`src/pkg/pio_line_defines.svh`:
```
// Register offsets, reset values and widths for the I/O line controller
`ifndef PIO_LINE_DEFINES_SVH
`define PIO_LINE_DEFINES_SVH

`define NUM_LINES            32
`define ADDR_W               8
`define LINE_MASK            32'hFFFFFFFF
`define OWN_MASK             32'hFFFFFFFF
`define OWN_RESET            32'hFFFFFFFF
`define ZERO_WORD            32'h00000000
`define OFS_OWN_ENABLE       8'h00
`define OFS_OWN_DISABLE      8'h04
`define OFS_OWN_STATUS       8'h08
`define OFS_DRV_ENABLE       8'h10
`define OFS_DRV_DISABLE      8'h14
`define OFS_DRV_STATUS       8'h18
`define OFS_FLT_ENABLE       8'h20
`define OFS_FLT_DISABLE      8'h24
`define OFS_FLT_STATUS       8'h28
`define OFS_VAL_SET          8'h30
`define OFS_VAL_CLEAR        8'h34
`define OFS_VAL_STATUS       8'h38
`define OFS_PIN_STATUS       8'h3C
`define OFS_IRQ_ENABLE       8'h40
`define OFS_IRQ_DISABLE      8'h44
`define OFS_IRQ_MASK         8'h48
`define OFS_IRQ_FLAGS        8'h4C
`define OFS_DW_ENABLE        8'hA0
`define OFS_DW_DISABLE       8'hA4
`define OFS_DW_STATUS        8'hA8
`define RESP_OKAY            2'h0
`define RESP_SLVERR          2'h2

`endif

```
`src/pkg/pio_line_pkg.sv`:
```
// Types shared by the I/O line controller
package pio_line_pkg;
  typedef logic [31:0] word_t;
  typedef logic [7:0]  addr_t;
  typedef logic [1:0]  resp_t;
endpackage : pio_line_pkg

```
`src/verilog/glitch_filter.sv`:
```
// Per-line input glitch filter: passes a level only once stable two cycles
`timescale 1ns/1ps
`default_nettype none
`include "pio_line_defines.svh"
module glitch_filter
  import pio_line_pkg::*;
(
  input  wire logic  aclk,
  input  wire logic  aresetn,
  input  wire logic  ce,
  input  wire word_t raw_in,
  input  wire word_t filt_en,
  output var  word_t level_out
);
  word_t prev_ff;
  word_t hold_ff;

  // A pulse shorter than one cycle never reaches hold_ff
  always_ff @(posedge aclk) begin
    if (!aresetn) begin
      prev_ff <= `ZERO_WORD;
      hold_ff <= `ZERO_WORD;
    end else if (ce) begin
      prev_ff <= raw_in;
      hold_ff <= (raw_in & ~(raw_in ^ prev_ff)) | (hold_ff & (raw_in ^ prev_ff));
    end
  end

  // Unfiltered lines bypass the hold stage
  assign level_out = (filt_en & hold_ff) | (~filt_en & raw_in);
endmodule : glitch_filter
`default_nettype wire

```
`src/verilog/pio_line_ctrl.sv`:
```
// AXI4-Lite controlled per-line control and status for 32 parallel I/O lines
// Function
// Disable write hands line to peripheral
// Ownership status: one controller, zero peripheral
// Driver enable write turns driver on
// Driver disable write turns driver off
// Driver status reads driver state
// Filter enable write turns filter on
// Filter disable write turns filter off
// Filter status reads filter state
// Set write makes drive value one
// Clear write makes drive value zero
// Drive value status reads scheduled value
// Drive value status partly writable
// Pin level status reads sampled pins
// Irq enable write arms change interrupt
// Irq disable write disarms change interrupt
// Registers 32 bits, bit n line n
// Unimplemented lines ignore writes, read zero
// Direct-write permit bit gates status writes
// Change flags latch, clear on read
// Each pair updates one stored bit
// Owned, enabled line drives stored value
`timescale 1ns/1ps
`default_nettype none
`include "pio_line_defines.svh"
module pio_line_ctrl
  import pio_line_pkg::*;
(
  input  wire logic  aclk,
  input  wire logic  aresetn,
  input  wire logic  ce,
  input  wire addr_t s_axi_awaddr,
  input  wire logic  s_axi_awvalid,
  output var  logic  s_axi_awready,
  input  wire word_t s_axi_wdata,
  input  wire logic [3:0] s_axi_wstrb,
  input  wire logic  s_axi_wvalid,
  output var  logic  s_axi_wready,
  output var  resp_t s_axi_bresp,
  output var  logic  s_axi_bvalid,
  input  wire logic  s_axi_bready,
  input  wire addr_t s_axi_araddr,
  input  wire logic  s_axi_arvalid,
  output var  logic  s_axi_arready,
  output var  word_t s_axi_rdata,
  output var  resp_t s_axi_rresp,
  output var  logic  s_axi_rvalid,
  input  wire logic  s_axi_rready,
  input  wire word_t pin_in,
  output var  word_t pin_out,
  output var  word_t pin_oe,
  output var  word_t periph_sel,
  output var  word_t change_irq_pending
);
  // ****************************************
  // Write channel capture
  // ****************************************
  addr_t waddr_ff;
  word_t wdata_ff;
  logic  aw_got_ff;
  logic  w_got_ff;
  logic  wr_go;
  logic  b_done;

  function automatic word_t strb_mask(input logic [3:0] s);
    strb_mask = {{8{s[3]}}, {8{s[2]}}, {8{s[1]}}, {8{s[0]}}};
  endfunction : strb_mask

  function automatic logic known_addr(input addr_t a, input logic rd);
    case (a)
      `OFS_OWN_STATUS, `OFS_DRV_STATUS, `OFS_FLT_STATUS, `OFS_PIN_STATUS,
      `OFS_IRQ_MASK, `OFS_IRQ_FLAGS, `OFS_DW_STATUS:
        known_addr = rd;
      `OFS_OWN_ENABLE, `OFS_OWN_DISABLE, `OFS_DRV_ENABLE, `OFS_DRV_DISABLE,
      `OFS_FLT_ENABLE, `OFS_FLT_DISABLE, `OFS_VAL_SET, `OFS_VAL_CLEAR,
      `OFS_IRQ_ENABLE, `OFS_IRQ_DISABLE, `OFS_DW_ENABLE, `OFS_DW_DISABLE:
        known_addr = !rd;
      `OFS_VAL_STATUS:
        known_addr = 1'b1;
      default:
        known_addr = 1'b0;
    endcase
  endfunction : known_addr

  assign wr_go  = aw_got_ff && w_got_ff && !s_axi_bvalid;
  assign b_done = s_axi_bvalid && s_axi_bready;

  // Address and data accepted in either order, one write in flight
  always_ff @(posedge aclk) begin
    if (!aresetn) begin
      aw_got_ff     <= 1'b0;
      w_got_ff      <= 1'b0;
      waddr_ff      <= 8'h00;
      wdata_ff      <= `ZERO_WORD;
      s_axi_awready <= 1'b0;
      s_axi_wready  <= 1'b0;
      s_axi_bvalid  <= 1'b0;
      s_axi_bresp   <= `RESP_OKAY;
    end else if (ce) begin
      s_axi_awready <= !aw_got_ff && !s_axi_awready && !wr_go && !s_axi_bvalid;
      s_axi_wready  <= !w_got_ff && !s_axi_wready && !wr_go && !s_axi_bvalid;
      if (s_axi_awvalid && s_axi_awready) begin
        aw_got_ff <= 1'b1;
        waddr_ff  <= {s_axi_awaddr[7:2], 2'b00};
      end
      if (s_axi_wvalid && s_axi_wready) begin
        w_got_ff <= 1'b1;
        wdata_ff <= s_axi_wdata & strb_mask(s_axi_wstrb);
      end
      if (wr_go) begin
        aw_got_ff    <= 1'b0;
        w_got_ff     <= 1'b0;
        s_axi_bvalid <= 1'b1;
        s_axi_bresp  <= known_addr(waddr_ff, 1'b0) ? `RESP_OKAY : `RESP_SLVERR;
      end else if (b_done) begin
        s_axi_bvalid <= 1'b0;
      end
    end
  end

  // ****************************************
  // Write decode
  // ****************************************
  // Only lines that exist may be touched; the rest is masked away
  word_t wbits;
  assign wbits = wdata_ff & `LINE_MASK;

  function automatic word_t hit(input logic go, input addr_t a, input addr_t o,
                                input word_t d);
    hit = (go && a == o) ? d : `ZERO_WORD;
  endfunction : hit

  word_t own_en_w, own_dis_w, drv_en_w, drv_dis_w, flt_en_w, flt_dis_w;
  word_t val_set_w, val_clr_w, val_dir_w, irq_en_w, irq_dis_w, dw_en_w, dw_dis_w;
  logic  val_dir_hit;
  assign own_en_w    = hit(wr_go, waddr_ff, `OFS_OWN_ENABLE, wbits);
  assign own_dis_w   = hit(wr_go, waddr_ff, `OFS_OWN_DISABLE, wbits);
  assign drv_en_w    = hit(wr_go, waddr_ff, `OFS_DRV_ENABLE, wbits);
  assign drv_dis_w   = hit(wr_go, waddr_ff, `OFS_DRV_DISABLE, wbits);
  assign flt_en_w    = hit(wr_go, waddr_ff, `OFS_FLT_ENABLE, wbits);
  assign flt_dis_w   = hit(wr_go, waddr_ff, `OFS_FLT_DISABLE, wbits);
  assign val_set_w   = hit(wr_go, waddr_ff, `OFS_VAL_SET, wbits);
  assign val_clr_w   = hit(wr_go, waddr_ff, `OFS_VAL_CLEAR, wbits);
  assign irq_en_w    = hit(wr_go, waddr_ff, `OFS_IRQ_ENABLE, wbits);
  assign irq_dis_w   = hit(wr_go, waddr_ff, `OFS_IRQ_DISABLE, wbits);
  assign dw_en_w     = hit(wr_go, waddr_ff, `OFS_DW_ENABLE, wbits);
  assign dw_dis_w    = hit(wr_go, waddr_ff, `OFS_DW_DISABLE, wbits);
  assign val_dir_hit = wr_go && waddr_ff == `OFS_VAL_STATUS;

  // ****************************************
  // Per-line stored state
  // ****************************************
  word_t own_ff, drv_ff, flt_ff, val_ff, irq_ff, dw_ff, flags_ff;
  word_t nxt_own, nxt_drv, nxt_flt, nxt_val, nxt_irq, nxt_dw, nxt_flags;
  word_t dw_mask;

  function automatic word_t pair(input word_t cur, input word_t en, input word_t dis);
    pair = (cur | en) & ~dis;
  endfunction : pair

  // Enable and disable of a pair both act on one stored bit
  assign nxt_own = pair(own_ff, own_en_w, own_dis_w) & `OWN_MASK;
  assign nxt_drv = pair(drv_ff, drv_en_w, drv_dis_w);
  assign nxt_flt = pair(flt_ff, flt_en_w, flt_dis_w);
  assign nxt_irq = pair(irq_ff, irq_en_w, irq_dis_w);
  assign nxt_dw  = pair(dw_ff, dw_en_w, dw_dis_w);

  // Direct writes reach only lines whose permit bit is set
  assign dw_mask = val_dir_hit ? dw_ff : `ZERO_WORD;
  assign nxt_val = ((val_ff | val_set_w) & ~val_clr_w & ~dw_mask)
                   | (wbits & dw_mask);

  always_ff @(posedge aclk) begin
    if (!aresetn) begin
      own_ff <= `OWN_RESET;
      drv_ff <= `ZERO_WORD;
      flt_ff <= `ZERO_WORD;
      val_ff <= `ZERO_WORD;
      irq_ff <= `ZERO_WORD;
      dw_ff  <= `ZERO_WORD;
    end else if (ce) begin
      own_ff <= nxt_own;
      drv_ff <= nxt_drv;
      flt_ff <= nxt_flt;
      val_ff <= nxt_val;
      irq_ff <= nxt_irq;
      dw_ff  <= nxt_dw;
    end
  end

  // ****************************************
  // Pin sampling and change detection
  // ****************************************
  // Two-stage synchroniser; stage one feeds stage two only
  word_t pin_s1_ff, pin_s2_ff, level_w, level_ff;
  logic  level_vld_ff;
  always_ff @(posedge aclk) begin
    if (!aresetn) begin
      pin_s1_ff <= `ZERO_WORD;
      pin_s2_ff <= `ZERO_WORD;
    end else if (ce) begin
      pin_s1_ff <= pin_in;
      pin_s2_ff <= pin_s1_ff;
    end
  end

  glitch_filter u_filter (
    .aclk      (aclk),
    .aresetn   (aresetn),
    .ce        (ce),
    .raw_in    (pin_s2_ff),
    .filt_en   (flt_ff),
    .level_out (level_w)
  );

  // Change flags; set wins over read-clear so no edge is lost
  word_t change_w, rd_clr_w;
  logic  flags_read;
  assign change_w  = level_vld_ff ? (level_w ^ level_ff) & irq_ff : `ZERO_WORD;
  assign nxt_flags = (flags_ff & ~rd_clr_w) | change_w;

  always_ff @(posedge aclk) begin
    if (!aresetn) begin
      level_ff           <= `ZERO_WORD;
      level_vld_ff       <= 1'b0;
      flags_ff           <= `ZERO_WORD;
      change_irq_pending <= `ZERO_WORD;
    end else if (ce) begin
      level_ff           <= level_w;
      level_vld_ff       <= 1'b1;  // Skip the first compare after reset
      flags_ff           <= nxt_flags;
      change_irq_pending <= nxt_flags;
    end
  end

  // ****************************************
  // Pin drive
  // ****************************************
  // Only an owned line with its driver on is driven from the stored value
  always_ff @(posedge aclk) begin
    if (!aresetn) begin
      pin_out    <= `ZERO_WORD;
      pin_oe     <= `ZERO_WORD;
      periph_sel <= `ZERO_WORD;
    end else if (ce) begin
      pin_out    <= nxt_val;
      pin_oe     <= nxt_own & nxt_drv;
      periph_sel <= ~nxt_own & `LINE_MASK;
    end
  end

  // ****************************************
  // Read channel
  // ****************************************
  word_t rmux;
  addr_t raddr;
  assign raddr = {s_axi_araddr[7:2], 2'b00};
  assign rmux =
    (raddr == `OFS_OWN_STATUS) ? own_ff :
    (raddr == `OFS_DRV_STATUS) ? drv_ff :
    (raddr == `OFS_FLT_STATUS) ? flt_ff :
    (raddr == `OFS_VAL_STATUS) ? val_ff :
    (raddr == `OFS_PIN_STATUS) ? level_w :
    (raddr == `OFS_IRQ_MASK)   ? irq_ff :
    (raddr == `OFS_IRQ_FLAGS)  ? flags_ff :
    (raddr == `OFS_DW_STATUS)  ? dw_ff : `ZERO_WORD;
  logic rd_take;
  assign rd_take    = s_axi_arvalid && s_axi_arready;
  assign flags_read = rd_take && raddr == `OFS_IRQ_FLAGS;
  assign rd_clr_w   = flags_read ? flags_ff : `ZERO_WORD;

  // Whole 32-bit words, unused lines read zero
  always_ff @(posedge aclk) begin
    if (!aresetn) begin
      s_axi_arready <= 1'b0;
      s_axi_rvalid  <= 1'b0;
      s_axi_rdata   <= `ZERO_WORD;
      s_axi_rresp   <= `RESP_OKAY;
    end else if (ce) begin
      s_axi_arready <= !s_axi_arready && !s_axi_rvalid && !rd_take;
      if (rd_take) begin
        s_axi_rvalid <= 1'b1;
        s_axi_rdata  <= rmux & `LINE_MASK;
        s_axi_rresp  <= known_addr(raddr, 1'b1) ? `RESP_OKAY : `RESP_SLVERR;
      end else if (s_axi_rvalid && s_axi_rready) begin
        s_axi_rvalid <= 1'b0;
      end
    end
  end
endmodule : pio_line_ctrl
`default_nettype wire

```
`config.mk`:
```
export PLATFORM = sky130hd
export DESIGN_NAME = pio_line_ctrl
export DESIGN_NICKNAME = d
export VERILOG_FILES = /design/src/pkg/pio_line_pkg.sv /design/src/verilog/glitch_filter.sv /design/src/verilog/pio_line_ctrl.sv
export VERILOG_INCLUDE_DIRS = /design/src /design/src/pkg
export SDC_FILE = /design/constraint.sdc
export NUM_CORES = 1
export LEC_CHECK = 0
export ABC_AREA = 1
export BUFFER_PORTS_ARGS = -buffer_cell sky130_fd_sc_hd__buf_2
export CAP_MARGIN = 20
export CELL_PAD_IN_SITES_DETAIL_PLACEMENT = 0
export CELL_PAD_IN_SITES_GLOBAL_PLACEMENT = 1
export CORE_MARGIN = 2
export CORE_UTILIZATION = 46
export DETAILED_ROUTE_END_ITERATION = 6
export PLACE_DENSITY_LB_ADDON = 0.08
export SETUP_SLACK_MARGIN = 0.4
export SKIP_CTS_REPAIR_TIMING = 1
export SLEW_MARGIN = 0
export SYNTH_ARGS = -nofsm -noshare
export SYNTH_HDL_FRONTEND = slang
export SYNTH_HIERARCHICAL = 1
export SYNTH_SLANG_ARGS = --single-unit
```
`constraint.sdc`:
```
create_clock -name aclk -period 4.8 [get_ports aclk]
set_input_delay 0.72 -clock aclk [delete_from_list [all_inputs] [get_ports aclk]]
set_output_delay 0.72 -clock aclk [all_outputs]
set_load 0.02 [all_outputs]
```
# Word-level counts from Yosys, hierarchy flattened
# Cells that the tools add are included.
# Widths: inputs -> output; s select.
# totals
ff_bits,530
input_bits,92
output_inout_bits,169
word_cells,180
# classes
eq_ne,20
n_mux,41
n_bitwise,39
reduce_logical,53
# ops
op,count
$mux 32,23
$and 32x32->32,16
$not 32->32,11
$or 32x32->32,10
$xor 32x32->32,2
$eq 6x4->1 const B,8
$logic_and 1x1->1,29
$eq 6x5->1 const B,4
$eq 6x3->1 const B,3
$eq 6x6->1 const B,3
$mux 1,16
$reduce_and 2->1,8
$reduce_or 13->1,1
$logic_not 1->1,9
$logic_not 8->1,1
$reduce_bool 2->1,4
$reduce_or 8->1,1
$eq 6x1->1 const B,1
$eq 6x2->1 const B,1
$mux 2,2

# Longest topological paths before layout
# Gate-level depths: netlist of run 1.
# depth
ltp_word,9
depth_mapped,12
mapped_depth_nobuf,11

# By module
# The synthesis of run 1 kept the hierarchy.
# modules_own_cells
module,n_inst,cells_per_inst,area_per_inst_um2,seq_area_each_um2
pio_line_ctrl,1,2870,20738.6,9288.9
glitch_filter,1,409,2812.7,1281.2

# Worst setup path before layout of run 1
# No wires, ideal clock.
# synth_path
kind,input -> register
startpoint,input s_axi_araddr[4]
endpoint,register s_axi_rdata[22]
setup_ps,132
arrival_time_ps,1741
required_ps,4668
path_slack_ps,2927
stages,10
path_buffers,1
cell_sequence,inv_2 nand2_1 nor2_2 nand2_1 clkbuf_1 or2_0 nand2_1 nand2_1 nand2_1 a21oi_1
# synth_between
elab_chain_cells,9
elab_cells_between_ends,16
cone_classes,eq/ne (8); mux (8)
# synth_lines
element,line,rtl
from (decl),pio_line_ctrl.sv:43,"input wire addr_t s_axi_araddr,"
$eq 6x6->1,--,
$mux 32 (no source line) (7 in series),--,
$mux 32 (no source line) *,--,
to (signal assigned),pio_line_ctrl.sv:278,s_axi_rdata <= `ZERO_WORD;
to (signal assigned),pio_line_ctrl.sv:284,s_axi_rdata <= rmux & `LINE_MASK;
to (decl),pio_line_ctrl.sv:46,"output var word_t s_axi_rdata,"
# Every way passes the cells marked *; elsewhere a longest branch is shown, timed or not.
# A chain may end at the register's enable or synchronous reset.

# Worst setup path in the final report of run 1
# layout_path
startpoint,register waddr_ff[5]
endpoint,register flt_ff[3]
# layout_between
elab_chain_cells,5
elab_cells_between_ends,9
cone_classes,eq/ne (2); mux (2); bitwise (3); reduce/logical (2)
# layout_lines
element,line,rtl
from (decl),pio_line_ctrl.sv:59,addr_t waddr_ff;
from (signal assigned),pio_line_ctrl.sv:105,"waddr_ff <= {s_axi_awaddr[7:2], 2'b00};"
$eq 6x4->1,pio_line_ctrl.sv:131,hit = (go && a == o) ? d : `ZERO_WORD;
$logic_and 1x1->1,pio_line_ctrl.sv:131,
$mux 32 (no source line),--,
$or 32x32->32 / $not 32->32 (equally long branches),pio_line_ctrl.sv:159,pair = (cur | en) & ~dis;
$and 32x32->32 *,pio_line_ctrl.sv:159,
to (signal assigned),pio_line_ctrl.sv:178,flt_ff <= `ZERO_WORD;
to (signal assigned),pio_line_ctrl.sv:185,flt_ff <= nxt_flt;
to (decl),pio_line_ctrl.sv:154,"word_t own_ff, drv_ff, flt_ff, val_ff, irq_ff, dw_ff, flags_ff;"
# Marks and branches as above.

==> results of run 1 <==
## registers in the layout (all words and copies together) (netlist names), 6 cells and up, named ones only
name              flops
drv_ff               32
dw_ff                32
flags_ff             32
flt_ff               32
irq_ff               32
level_ff             32
own_ff               32
periph_sel           32
pin_oe               32
pin_out              32
pin_s1_ff            32
pin_s2_ff            32
s_axi_rdata          32
u_filter/prev_ff     32
wbits                32
waddr_ff              6
## synthesized netlist by cell type, types with 34 or more instances
cell type	number	share of area, %
o21ai_0	370	7.9
nand2_1	501	8.0
inv_1	231	3.7
o22ai_1	63	1.7
nor2_1	545	8.7
o211a_1	62	2.6
a211oi_1	34	1.1
o211ai_1	62	2.0
buf_2	48	1.0
dfxtp_1	528	45
a21oi_1	320	6.8
clkbuf_1	142	2.3
nand3_1	169	3.6
## metal layers
metal | share of wire, % | up-vias
met3 | 6.2 | 202
met4 | 5.4 | 0
li1 | - | 11230
met2 | 48 | 837
met5 | 0 | -
met1 | 40 | 11050
## kinds of logic after synthesis
family,Yosys count,synth area share [%]
compound gates,966,23.84
xor+xnor,32,1.190
buf+inv,470,7.873
flops,528,44.88
other cells,1,0.01592
simple gates,1282,22.20
## layout make-up
type                    instances  area (sq um)
multi-input cells            2282         11220
flip-flops and latches        528         10570
repair buffers                289          1652
fillers                      4943         23330
clock inverters                12         63.81
inverters                     241         908.4
clock buffers                  89          1789
well taps                     672         840.8
## through the flow
step                cells  utilization, %  total power [mW]  setup slack, ns
detailed placement   4008           49.81             5.470            1.785
floorplan            3280               -             5.213            2.927
finish               4113           53.69             9.737            1.963
CTS                  4109           53.48             9.798            2.066
global route         4113           53.69             10.08            1.825
global placement     4008           49.81             5.447            1.840
## how the worst max path moves through the flow
stage,from,to,cells past startpoint
2_1_floorplan,s_axi_araddr[4],s_axi_rdata[22],10
3_3_place_gp,s_axi_araddr[7],s_axi_rdata[21],8
3_5_place_dp,s_axi_araddr[7],s_axi_rdata[21],8
4_1_cts,s_axi_bvalid,flt_ff[3],7
5_1_grt,waddr_ff[5],flt_ff[25],7
6_report,waddr_ff[5],flt_ff[3],7
## where the power goes
part	internal, mW	switching [mW]
combinational	0.223	0.534
sequential	4.53	0.0953
clock	2.53	1.82
total	7.29	2.45
## worst min-delay path, stage by stage
cell,delay [ns]
buf_2,0.07
nor2_1,0.04
nor2_1,0.08
## layout by cell type, fill, tap and decap left out, types with 4 or more instances in the layout
| cell type | n |
|---|---|
| clkbuf_1 | 10 |
| a31oi_1 | 32 |
| a21oi_1 | 320 |
| inv_1 | 230 |
| xor2_1 | 32 |
| buf_2 | 252 |
| clkbuf_16 | 59 |
| nor2_2 | 5 |
| or2_0 | 28 |
| clkinv_2 | 12 |
| o22ai_1 | 63 |
| o211a_1 | 62 |
| o221a_1 | 5 |
| a211oi_1 | 34 |
| dfxtp_1 | 528 |
| nand3_1 | 164 |
| clkbuf_8 | 20 |
| nand2_2 | 6 |
| o21ai_1 | 4 |
| nor2_1 | 540 |
| o221a_2 | 11 |
| nand3_2 | 5 |
| nand2_1 | 496 |
| inv_2 | 8 |
| nand4_1 | 20 |
| buf_4 | 29 |
| nor2_4 | 7 |
| o211ai_1 | 62 |
| o21ai_0 | 370 |
==> impl_metrics.env, run 1 <==
export IMPL_status="finished, final reports clean"
export IMPL_clk_latency_ns=0.63
export IMPL_hp_start="pin_in[28]"
export IMPL_slew_headroom_pct=23.51
export IMPL_critical_path_top_delay_family="simple AND/OR/NAND/NOR gates"
export IMPL_fin_tns_setup_ns=0
export IMPL_die_h_um=230.3
export IMPL_finalSetupViolCount=0
export IMPL_leakagePower_nw=11.68
export IMPL_initial_core_util_pct=46.75
export IMPL_grt_busiest_layer="met2"
export IMPL_fin_hold_ws_ns=0.3117
export IMPL_portBuffers=254
export IMPL_yosysSeqAreaShare_pct=44.88
export IMPL_coreArea_sq_um=50380
export IMPL_worstPathArrival_ns=3.35
export IMPL_synth_edf_count=0
export IMPL_synth_cell_types=36
export IMPL_met2_usage_pct=51.67
export IMPL_final_layout_size_suffix_gt1_share_pct=12.55
export IMPL_vias_per_cell=5.669
export IMPL_ys_ff_latch=528
export IMPL_tritoncts="yes"
export IMPL_numClockSinks=528
export IMPL_cts_root_buf="clkbuf_16"
export IMPL_drt_iter0_drc=2031
export IMPL_hold_viol=0
export IMPL_cp_slowest_stage_delay_ns=0.75
export IMPL_cp_start_kind="flop"
export IMPL_wl_per_cell_um=20.07
export IMPL_rows=82
export IMPL_die_w_um=230.3
export IMPL_dpl_instance_area_sq_um=25090
export IMPL_dr_pass1_iters=6
export IMPL_synthFlopType="dfxtp_1"
export IMPL_finalCritPeriodShare_pct=59.11
export IMPL_avgSynthCellArea_sq_um=7.182
export IMPL_clock_path_buffers=3
export IMPL_hp_class="input pin to flop"
export IMPL_track_usage_pct=30.26
export IMPL_slowest_stage="nand2_2"
export IMPL_reg2reg_depth=7
export IMPL_dieArea_sq_um=53020
export IMPL_r2r_end="flt_ff[3]"
export IMPL_hold_end="pin_s1_ff[28]"
export IMPL_clk_transition_reported_paths_ns=0.06
export IMPL_routabilityCongestion=0.8406
export IMPL_worstHoldPathCells=3
export IMPL_cts_buffers=57
export IMPL_power_density_nw_per_um2=360.0
export IMPL_syn_area_sq_um=23550
export IMPL_drt_wl_total_um=82560
export IMPL_syn_inst=3279
export IMPL_final_area_sq_um=27050
export IMPL_irDropWorstVdd_uv=268.5
export IMPL_hpwl_um=52990
export IMPL_drv_slew=0
export IMPL_num_io_pins=261
export IMPL_cp_num_buf_inv=2
export IMPL_path_class="flop to flop"
export IMPL_synth_warning_count=6
export IMPL_path_max_fanout=32
export IMPL_drc=0
export IMPL_cpMostUsedCell="nor2_1"
export IMPL_cp_required_ns=5.31
export IMPL_htreeDepth=2
export IMPL_r2r_start="waddr_ff[5]"
export IMPL_ys_async_sr_fraction_pct=0
export IMPL_fin_crit_ns=2.837
export IMPL_rsz0062_at_grt="false"
export IMPL_grt_overflow=0
export IMPL_maxCapViolCount=0
export IMPL_drtAntennaViolNets=0
export IMPL_end_kind="flop"
export IMPL_fin_skew_ns=0.02416
export IMPL_worst_pin_slew_ns=1.145
export IMPL_grt_max_degree=235
export IMPL_grt_pass1_wl_um=125500
export IMPL_nets=3491
export IMPL_num_antenna_cells=0
export IMPL_num_vias=23320
export IMPL_area_growth_pct=14.84
export IMPL_fmax_mhz=352.4
export IMPL_r2r_setup_slack_ns=1.96
export IMPL_grt_use_met1_pct=36.47
export IMPL_grt_pass1_vias=22540
export IMPL_antenna_found_initial=1
export IMPL_use_met3_pct=4.204
export IMPL_path_cells="inv_1 > nor2_1 > nand2_1 > inv_2 > nand2_2 > o21ai_0 > nor2_1"
Note: power is estimated with default switching activity, not from simulation.
==> run 2, diff against run 1 <==
ABC_AREA = 0   (was 1)
CORE_UTILIZATION = 41   (was 46)
clock period = 2.6 ns   (was 4.8 ns; I/O delays follow)
==> run 2 against run 1 <==
The run now ends with DRC, hold timing left. Global-route usage decreased by 2.5 points. Utilization shrank 4.8 points. Critical endpoint is now pin_oe[11]. Via count shrank 7.2%. Sequential share of layout area decreased by 1.5 points. Die area grew 13%.
==> impl_metrics.env, run 2 <==
export IMPL_status="finished, violations left"
export IMPL_violations="DRC, hold timing"
export IMPL_maxCapViolCount=0
export IMPL_drtAntennaViolNets=0
export IMPL_fin_tns_setup_ns=0
export IMPL_path_max_fanout=33
export IMPL_pre_cts_ws_ns=0.09529
export IMPL_portBuffers=254
export IMPL_die_h_um=245.1
export IMPL_vias_per_cell=5.946
export IMPL_drc=7
export IMPL_routabilityCongestion=0.8662
export IMPL_avgSynthCellArea_sq_um=8.841
export IMPL_clk_transition_reported_paths_ns=0.06
export IMPL_syn_inst=2696
export IMPL_synth_edf_count=0
export IMPL_finalCritPeriodShare_pct=82.29
export IMPL_area_growth_pct=18.01
export IMPL_fmax_mhz=467.4
export IMPL_path_class="flop to flop"
export IMPL_cts_root_buf="clkbuf_16"
export IMPL_num_antenna_cells=0
export IMPL_track_usage_pct=27.79
export IMPL_yosysTopAreaCellShare_pct=44.35
export IMPL_grt_pass1_vias=19890
export IMPL_antenna_found_initial=0
export IMPL_final_layout_size_suffix_gt1_share_pct=18.32
export IMPL_die_w_um=245.1
export IMPL_num_io_pins=261
export IMPL_cts_buffers=59
export IMPL_fin_skew_ns=0.02474
export IMPL_ys_async_sr_fraction_pct=0
export IMPL_fin_hold_ws_ns=-0.01232
export IMPL_wl_per_cell_um=23.97
export IMPL_post_synth_top_count_cell="dfxtp_1"
export IMPL_coreArea_sq_um=57590
export IMPL_dieArea_sq_um=60080
export IMPL_hold_viol=1
export IMPL_clock_path_buffers=3
export IMPL_num_vias=21650
export IMPL_setup_ws_ns=0.4604
export IMPL_yosysSeqAreaShare_pct=44.35
export IMPL_layout_commonest_cell="dfxtp_1"
export IMPL_cp_required_ns=3.16
export IMPL_numClockSinks=528
export IMPL_ys_top_cells_by_area="dfxtp_1, mux2i_1, a21oi_1"
export IMPL_drt_wl_total_um=87270
export IMPL_rsz0062_at_grt="true"
export IMPL_htreeDepth=2
export IMPL_clk_latency_ns=0.63
export IMPL_slowest_stage="a311oi_2"
export IMPL_hp_class="input pin to flop"
export IMPL_drv_slew=0
export IMPL_end_kind="flop"
export IMPL_finalSetupViolCount=0
export IMPL_dr_pass1_iters=7
export IMPL_hpwl_um=56780
export IMPL_synthFlopType="dfxtp_1"
export IMPL_fin_crit_ns=2.140
export IMPL_initial_core_util_pct=41.39
export IMPL_layout_common_cells="dfxtp_1, buf_2, nor2_1"
export IMPL_drt_iter0_drc=2227
export IMPL_leakagePower_nw=11.39
export IMPL_irDropWorstVdd_uv=493.0
export IMPL_worstPathArrival_ns=2.70
export IMPL_tritoncts="yes"
export IMPL_path_cells="and3b_1 > and3_2 > buf_16 > a21oi_1 > a311oi_2 > a22o_1"
export IMPL_yosysTopAreaCell="dfxtp_1"
export IMPL_cp_slowest_stage_delay_ns=0.41
export IMPL_rows=88
export IMPL_worst_pin_slew_ns=0.8595
export IMPL_ys_ff_latch=528
export IMPL_cp_start_kind="flop"
export IMPL_synth_cell_types=57
export IMPL_power_density_nw_per_um2=646.9
export IMPL_grt_overflow=0
export IMPL_syn_area_sq_um=23830
export IMPL_grt_max_degree=155
export IMPL_synth_warning_count=6
export IMPL_nFillCells=5473
export IMPL_nets=2925
export IMPL_synthTopCellsByCount="dfxtp_1, nor2_1, a21oi_1"
export IMPL_slew_headroom_pct=42.70
export IMPL_grt_pass1_wl_um=129000
## run 2: changes by cell type in the layout (fill, tap and decap cells not counted), moves of 96 or more
| cell | previous run | this run |
|---|---|---|
| mux2i_1 | 0 | 186 |
| nand2b_1 | 0 | 96 |
| a31oi_1 | 32 | 144 |
| o21ai_0 | 370 | 130 |
| inv_1 | 230 | 35 |
| nor2_1 | 540 | 248 |
| nand2_1 | 496 | 142 |
## run 2: cell type report
class	instances	area [sq um]	share of cell area, %
flip-flops and latches	528	10570	37.60
well taps	765	957.2	3.403
multi-input cells	1848	12020	42.74
inverters	37	148.9	0.5294
repair buffers	359	2484	8.830
clock inverters	13	171.4	0.6095
clock buffers	91	1769	6.290
## run 2: final timing paths
| check | from | cells past startpoint | slack [ns] | endpoint |
|---|---|---|---|---|
| setup reg to reg | s_axi_bvalid | 6 | 0.46 | pin_oe[11] |
| hold / removal | s_axi_awaddr[3] | 3 | -0.01 | waddr_ff[3] |
| hold reg to reg | u_filter/prev_ff[25] | 2 | 0.46 | flop |
| setup / recovery | s_axi_bvalid | 6 | 0.46 | pin_oe[11] |
## run 2: per-layer routing
layer	track usage (%)	vias to the layer above	routed length (um)
met3	4.516	115	6395
li1	-	10190	-
met1	43.65	10530	43360
met5	0	-	0
met2	38.83	812	35540
met4	6.671	0	1982
## run 2: per-stage QoR
| step | util, % | instances | instance area (sq um) | power (mW) |
|---|---|---|---|---|
| 6_report | 48.84 | 3641 | 28130 | 18.20 |
| 5_1_grt | 48.84 | 3641 | 28130 | 18.81 |
| 4_1_cts | 48.40 | 3632 | 27870 | 18.31 |
| 3_5_place_dp | 45.03 | 3528 | 25930 | 9.842 |
| 3_3_place_gp | 45.03 | 3528 | 25930 | 9.820 |
| 2_1_floorplan | - | 2697 | 23840 | 9.385 |
## run 2: cells by family (layout without fill, tap and decap cells)
group	after synthesis	count (layout)	share of synthesized area [%]
XOR/XNOR	32	32	1.176
AO/OA/AOI/OAI	877	877	24.77
buffers and inverters	321	500	5.922
multiplexers	218	218	9.323
other	1	2	0.01573
flip-flops	528	528	44.35
AND/OR/NAND/NOR	719	719	14.45
## run 2: critical path, delay by kind of cell, from the launching register on
kind	cells	cell delay (ns)
buffers and inverters	1	0.24
and+or+nand+nor	2	0.71
AOI/OAI and AO/OA	3	0.70
DFF	1	0.39
## run 2: where the power goes
| group | internal (mW) | switching, mW | total, mW |
|---|---|---|---|
| Sequential | 8.24 | 0.159 | 8.40 |
| Combinational | 0.485 | 0.825 | 1.31 |
| Clock | 5.03 | 3.46 | 8.49 |
==> run 3, diff against run 2 <==
clock period = 1.91 ns   (was 2.6 ns; I/O delays follow)
==> run 3 against run 2 <==
Non-clock buffer count rose by 215. Cell area rose by 17%. The flow finishes with violations (hold timing, setup timing). Utilization rose by 8.1 points. Die area did not move. Critical path type unchanged. Highest routed layer unchanged. Worst setup slack got worse by 0.49 ns.
==> impl_metrics.env, run 3 (synthesis gave the netlist of run 2 again) <==
export IMPL_drc=0
export IMPL_fmax_mhz=514.4
export IMPL_antenna_found_initial=4
export IMPL_num_vias=23380
export IMPL_htreeDepth=2
export IMPL_cpMostUsedCell="buf_12"
export IMPL_routabilityCongestion=0.8820
export IMPL_vias_per_cell=6.065
export IMPL_irDropWorstVdd_uv=664.7
export IMPL_violations="hold timing, setup timing"
export IMPL_die_h_um=245.1
export IMPL_fin_crit_ns=1.944
export IMPL_clock_path_buffers=3
export IMPL_place_inst=3584
export IMPL_utilization_pct=56.94
export IMPL_clk_latency_ns=0.64
export IMPL_cp_num_buf_inv=2
export IMPL_grt_pass1_wl_um=135700
export IMPL_final_cells=3855
export IMPL_maxCapViolCount=0
export IMPL_worst_pin_slew_ns=0.8560
export IMPL_cp_start_kind="flop"
export IMPL_dieArea_sq_um=60080
export IMPL_path_cells="buf_12 > nor4_4 > and4_4 > buf_12 > a31oi_2 > a221o_1 > a21oi_1"
export IMPL_initial_core_util_pct=41.39
export IMPL_grt_max_degree=80
export IMPL_cts_buffers=58
export IMPL_track_usage_pct=29.70
export IMPL_leakagePower_nw=13.00
export IMPL_layout_common_cells="dfxtp_1, buf_2, nor2_1"
export IMPL_path_max_fanout=7
export IMPL_multi_input_comb_area_sq_um=13860
export IMPL_final_layout_size_suffix_gt1_share_pct=28.26
export IMPL_coreArea_sq_um=57590
export IMPL_slowest_stage="dfxtp_4"
export IMPL_regArea_sq_um=10590
export IMPL_fin_hold_ws_ns=-0.01981
export IMPL_hp_class="input pin to flop"
export IMPL_cts_root_buf="clkbuf_16"
export IMPL_layout_commonest_cell="dfxtp_1"
export IMPL_clk_transition_reported_paths_ns=0.06
export IMPL_hold_viol=1
export IMPL_end_kind="flop"
export IMPL_dpl_instance_area_sq_um=27380
export IMPL_num_io_pins=261
export IMPL_nets=3140
export IMPL_cp_slowest_stage_delay_ns=0.36
export IMPL_finalSetupViolCount=3
export IMPL_power_total_mw=24.94
export IMPL_rows=88
export IMPL_drt_wl_total_um=102900
export IMPL_hpwl_um=63710
export IMPL_die_w_um=245.1
export IMPL_dr_pass1_iters=6
export IMPL_portBuffers=254
export IMPL_grt_overflow=0
export IMPL_fin_skew_ns=0.02726
export IMPL_area_growth_pct=37.57
export IMPL_status="finished, violations left"
export IMPL_nFillCells=5032
export IMPL_worstPathArrival_ns=2.49
export IMPL_numClockSinks=528
export IMPL_drtAntennaViolNets=0
export IMPL_tritoncts="yes"
export IMPL_wl_per_cell_um=26.68
export IMPL_drt_iter0_drc=2295
export IMPL_final_area_sq_um=32790
export IMPL_cp_required_ns=2.45
export IMPL_slew_headroom_pct=42.86
export IMPL_path_class="flop to flop"
export IMPL_setup_ws_ns=-0.03387
export IMPL_drv_slew=0
export IMPL_grt_pass1_vias=20310
export IMPL_power_density_nw_per_um2=760.7
export IMPL_finalCritPeriodShare_pct=101.8
export IMPL_rsz0062_at_grt="true"
export IMPL_critical_path_top_delay_family="simple AND/OR/NAND/NOR gates"
[run 3: cell types whose count changed in the layout (fill, tap and decap cells not counted), moves of 22 or more]
cell | before | now
buf_6 | 1 | 30
a31oi_1 | 144 | 70
o21ai_1 | 0 | 23
a21oi_1 | 227 | 166
buf_4 | 73 | 119
a31oi_4 | 0 | 69
clkbuf_16 | 64 | 86
o21ai_0 | 130 | 91
buf_12 | 26 | 68
dlygate4sd3_1 | 3 | 71
a21oi_2 | 6 | 59
[run 3: power by group]
part,leakage (nW),total [mW],internal [mW],switching (mW)
Clock,0.927,11.2,6.46,4.74
Combinational,7.79,2.27,0.922,1.35
Sequential,4.28,11.5,11.2,0.261
Total,13.0,24.9,18.6,6.34
[run 3: tightest hold or removal path: cells and delay by family]
| family | cells | cell delay, ns |
|---|---|---|
| and+or+nand+nor | 2 | 0.12 |
| buffers and inverters | 1 | 0.10 |
| AOI/OAI and AO/OA | 1 | 0.06 |
[run 3: worst paths after layout]
check                                     startpoint           end  slack (ns)  depth (start not counted)
worst max-delay path                     waddr_ff[6]   pin_out[20]       -0.03                          7
worst min-delay path                    s_axi_rready  s_axi_rvalid       -0.02                          4
worst max register to register           waddr_ff[6]   pin_out[20]       -0.03                          7
worst min register to register  u_filter/prev_ff[27]          flop        0.47                          2
[run 3: per-stage QoR]
step / setup WS [ns] / TNS, ns
floorplan: 0.03996 / 0
global placement: -0.2431 / -7.279
detailed placement: -0.3042 / -7.947
CTS: -0.03249 / -0.1815
global route: -0.05007 / -0.1795
finish: -0.03387 / -0.03623
[run 3: cell type report]
cell class	count	share of cell area [%]
Antenna cell	1	0.007632
Clock buffer	83	5.243
Clock inverter	18	0.4541
Inverter	37	0.4541
Multi-Input combinational cell	1849	42.28
Sequential cell	528	32.30
Tap cell	765	2.919
Timing Repair Buffer	574	16.35
[run 3: routing by layer]
layer  GRT usage, %  wire length [um]
met1          46.68             47440
met2          40.44             42420
met3          6.855              9958
met4          5.918              3055
met5              0                 0
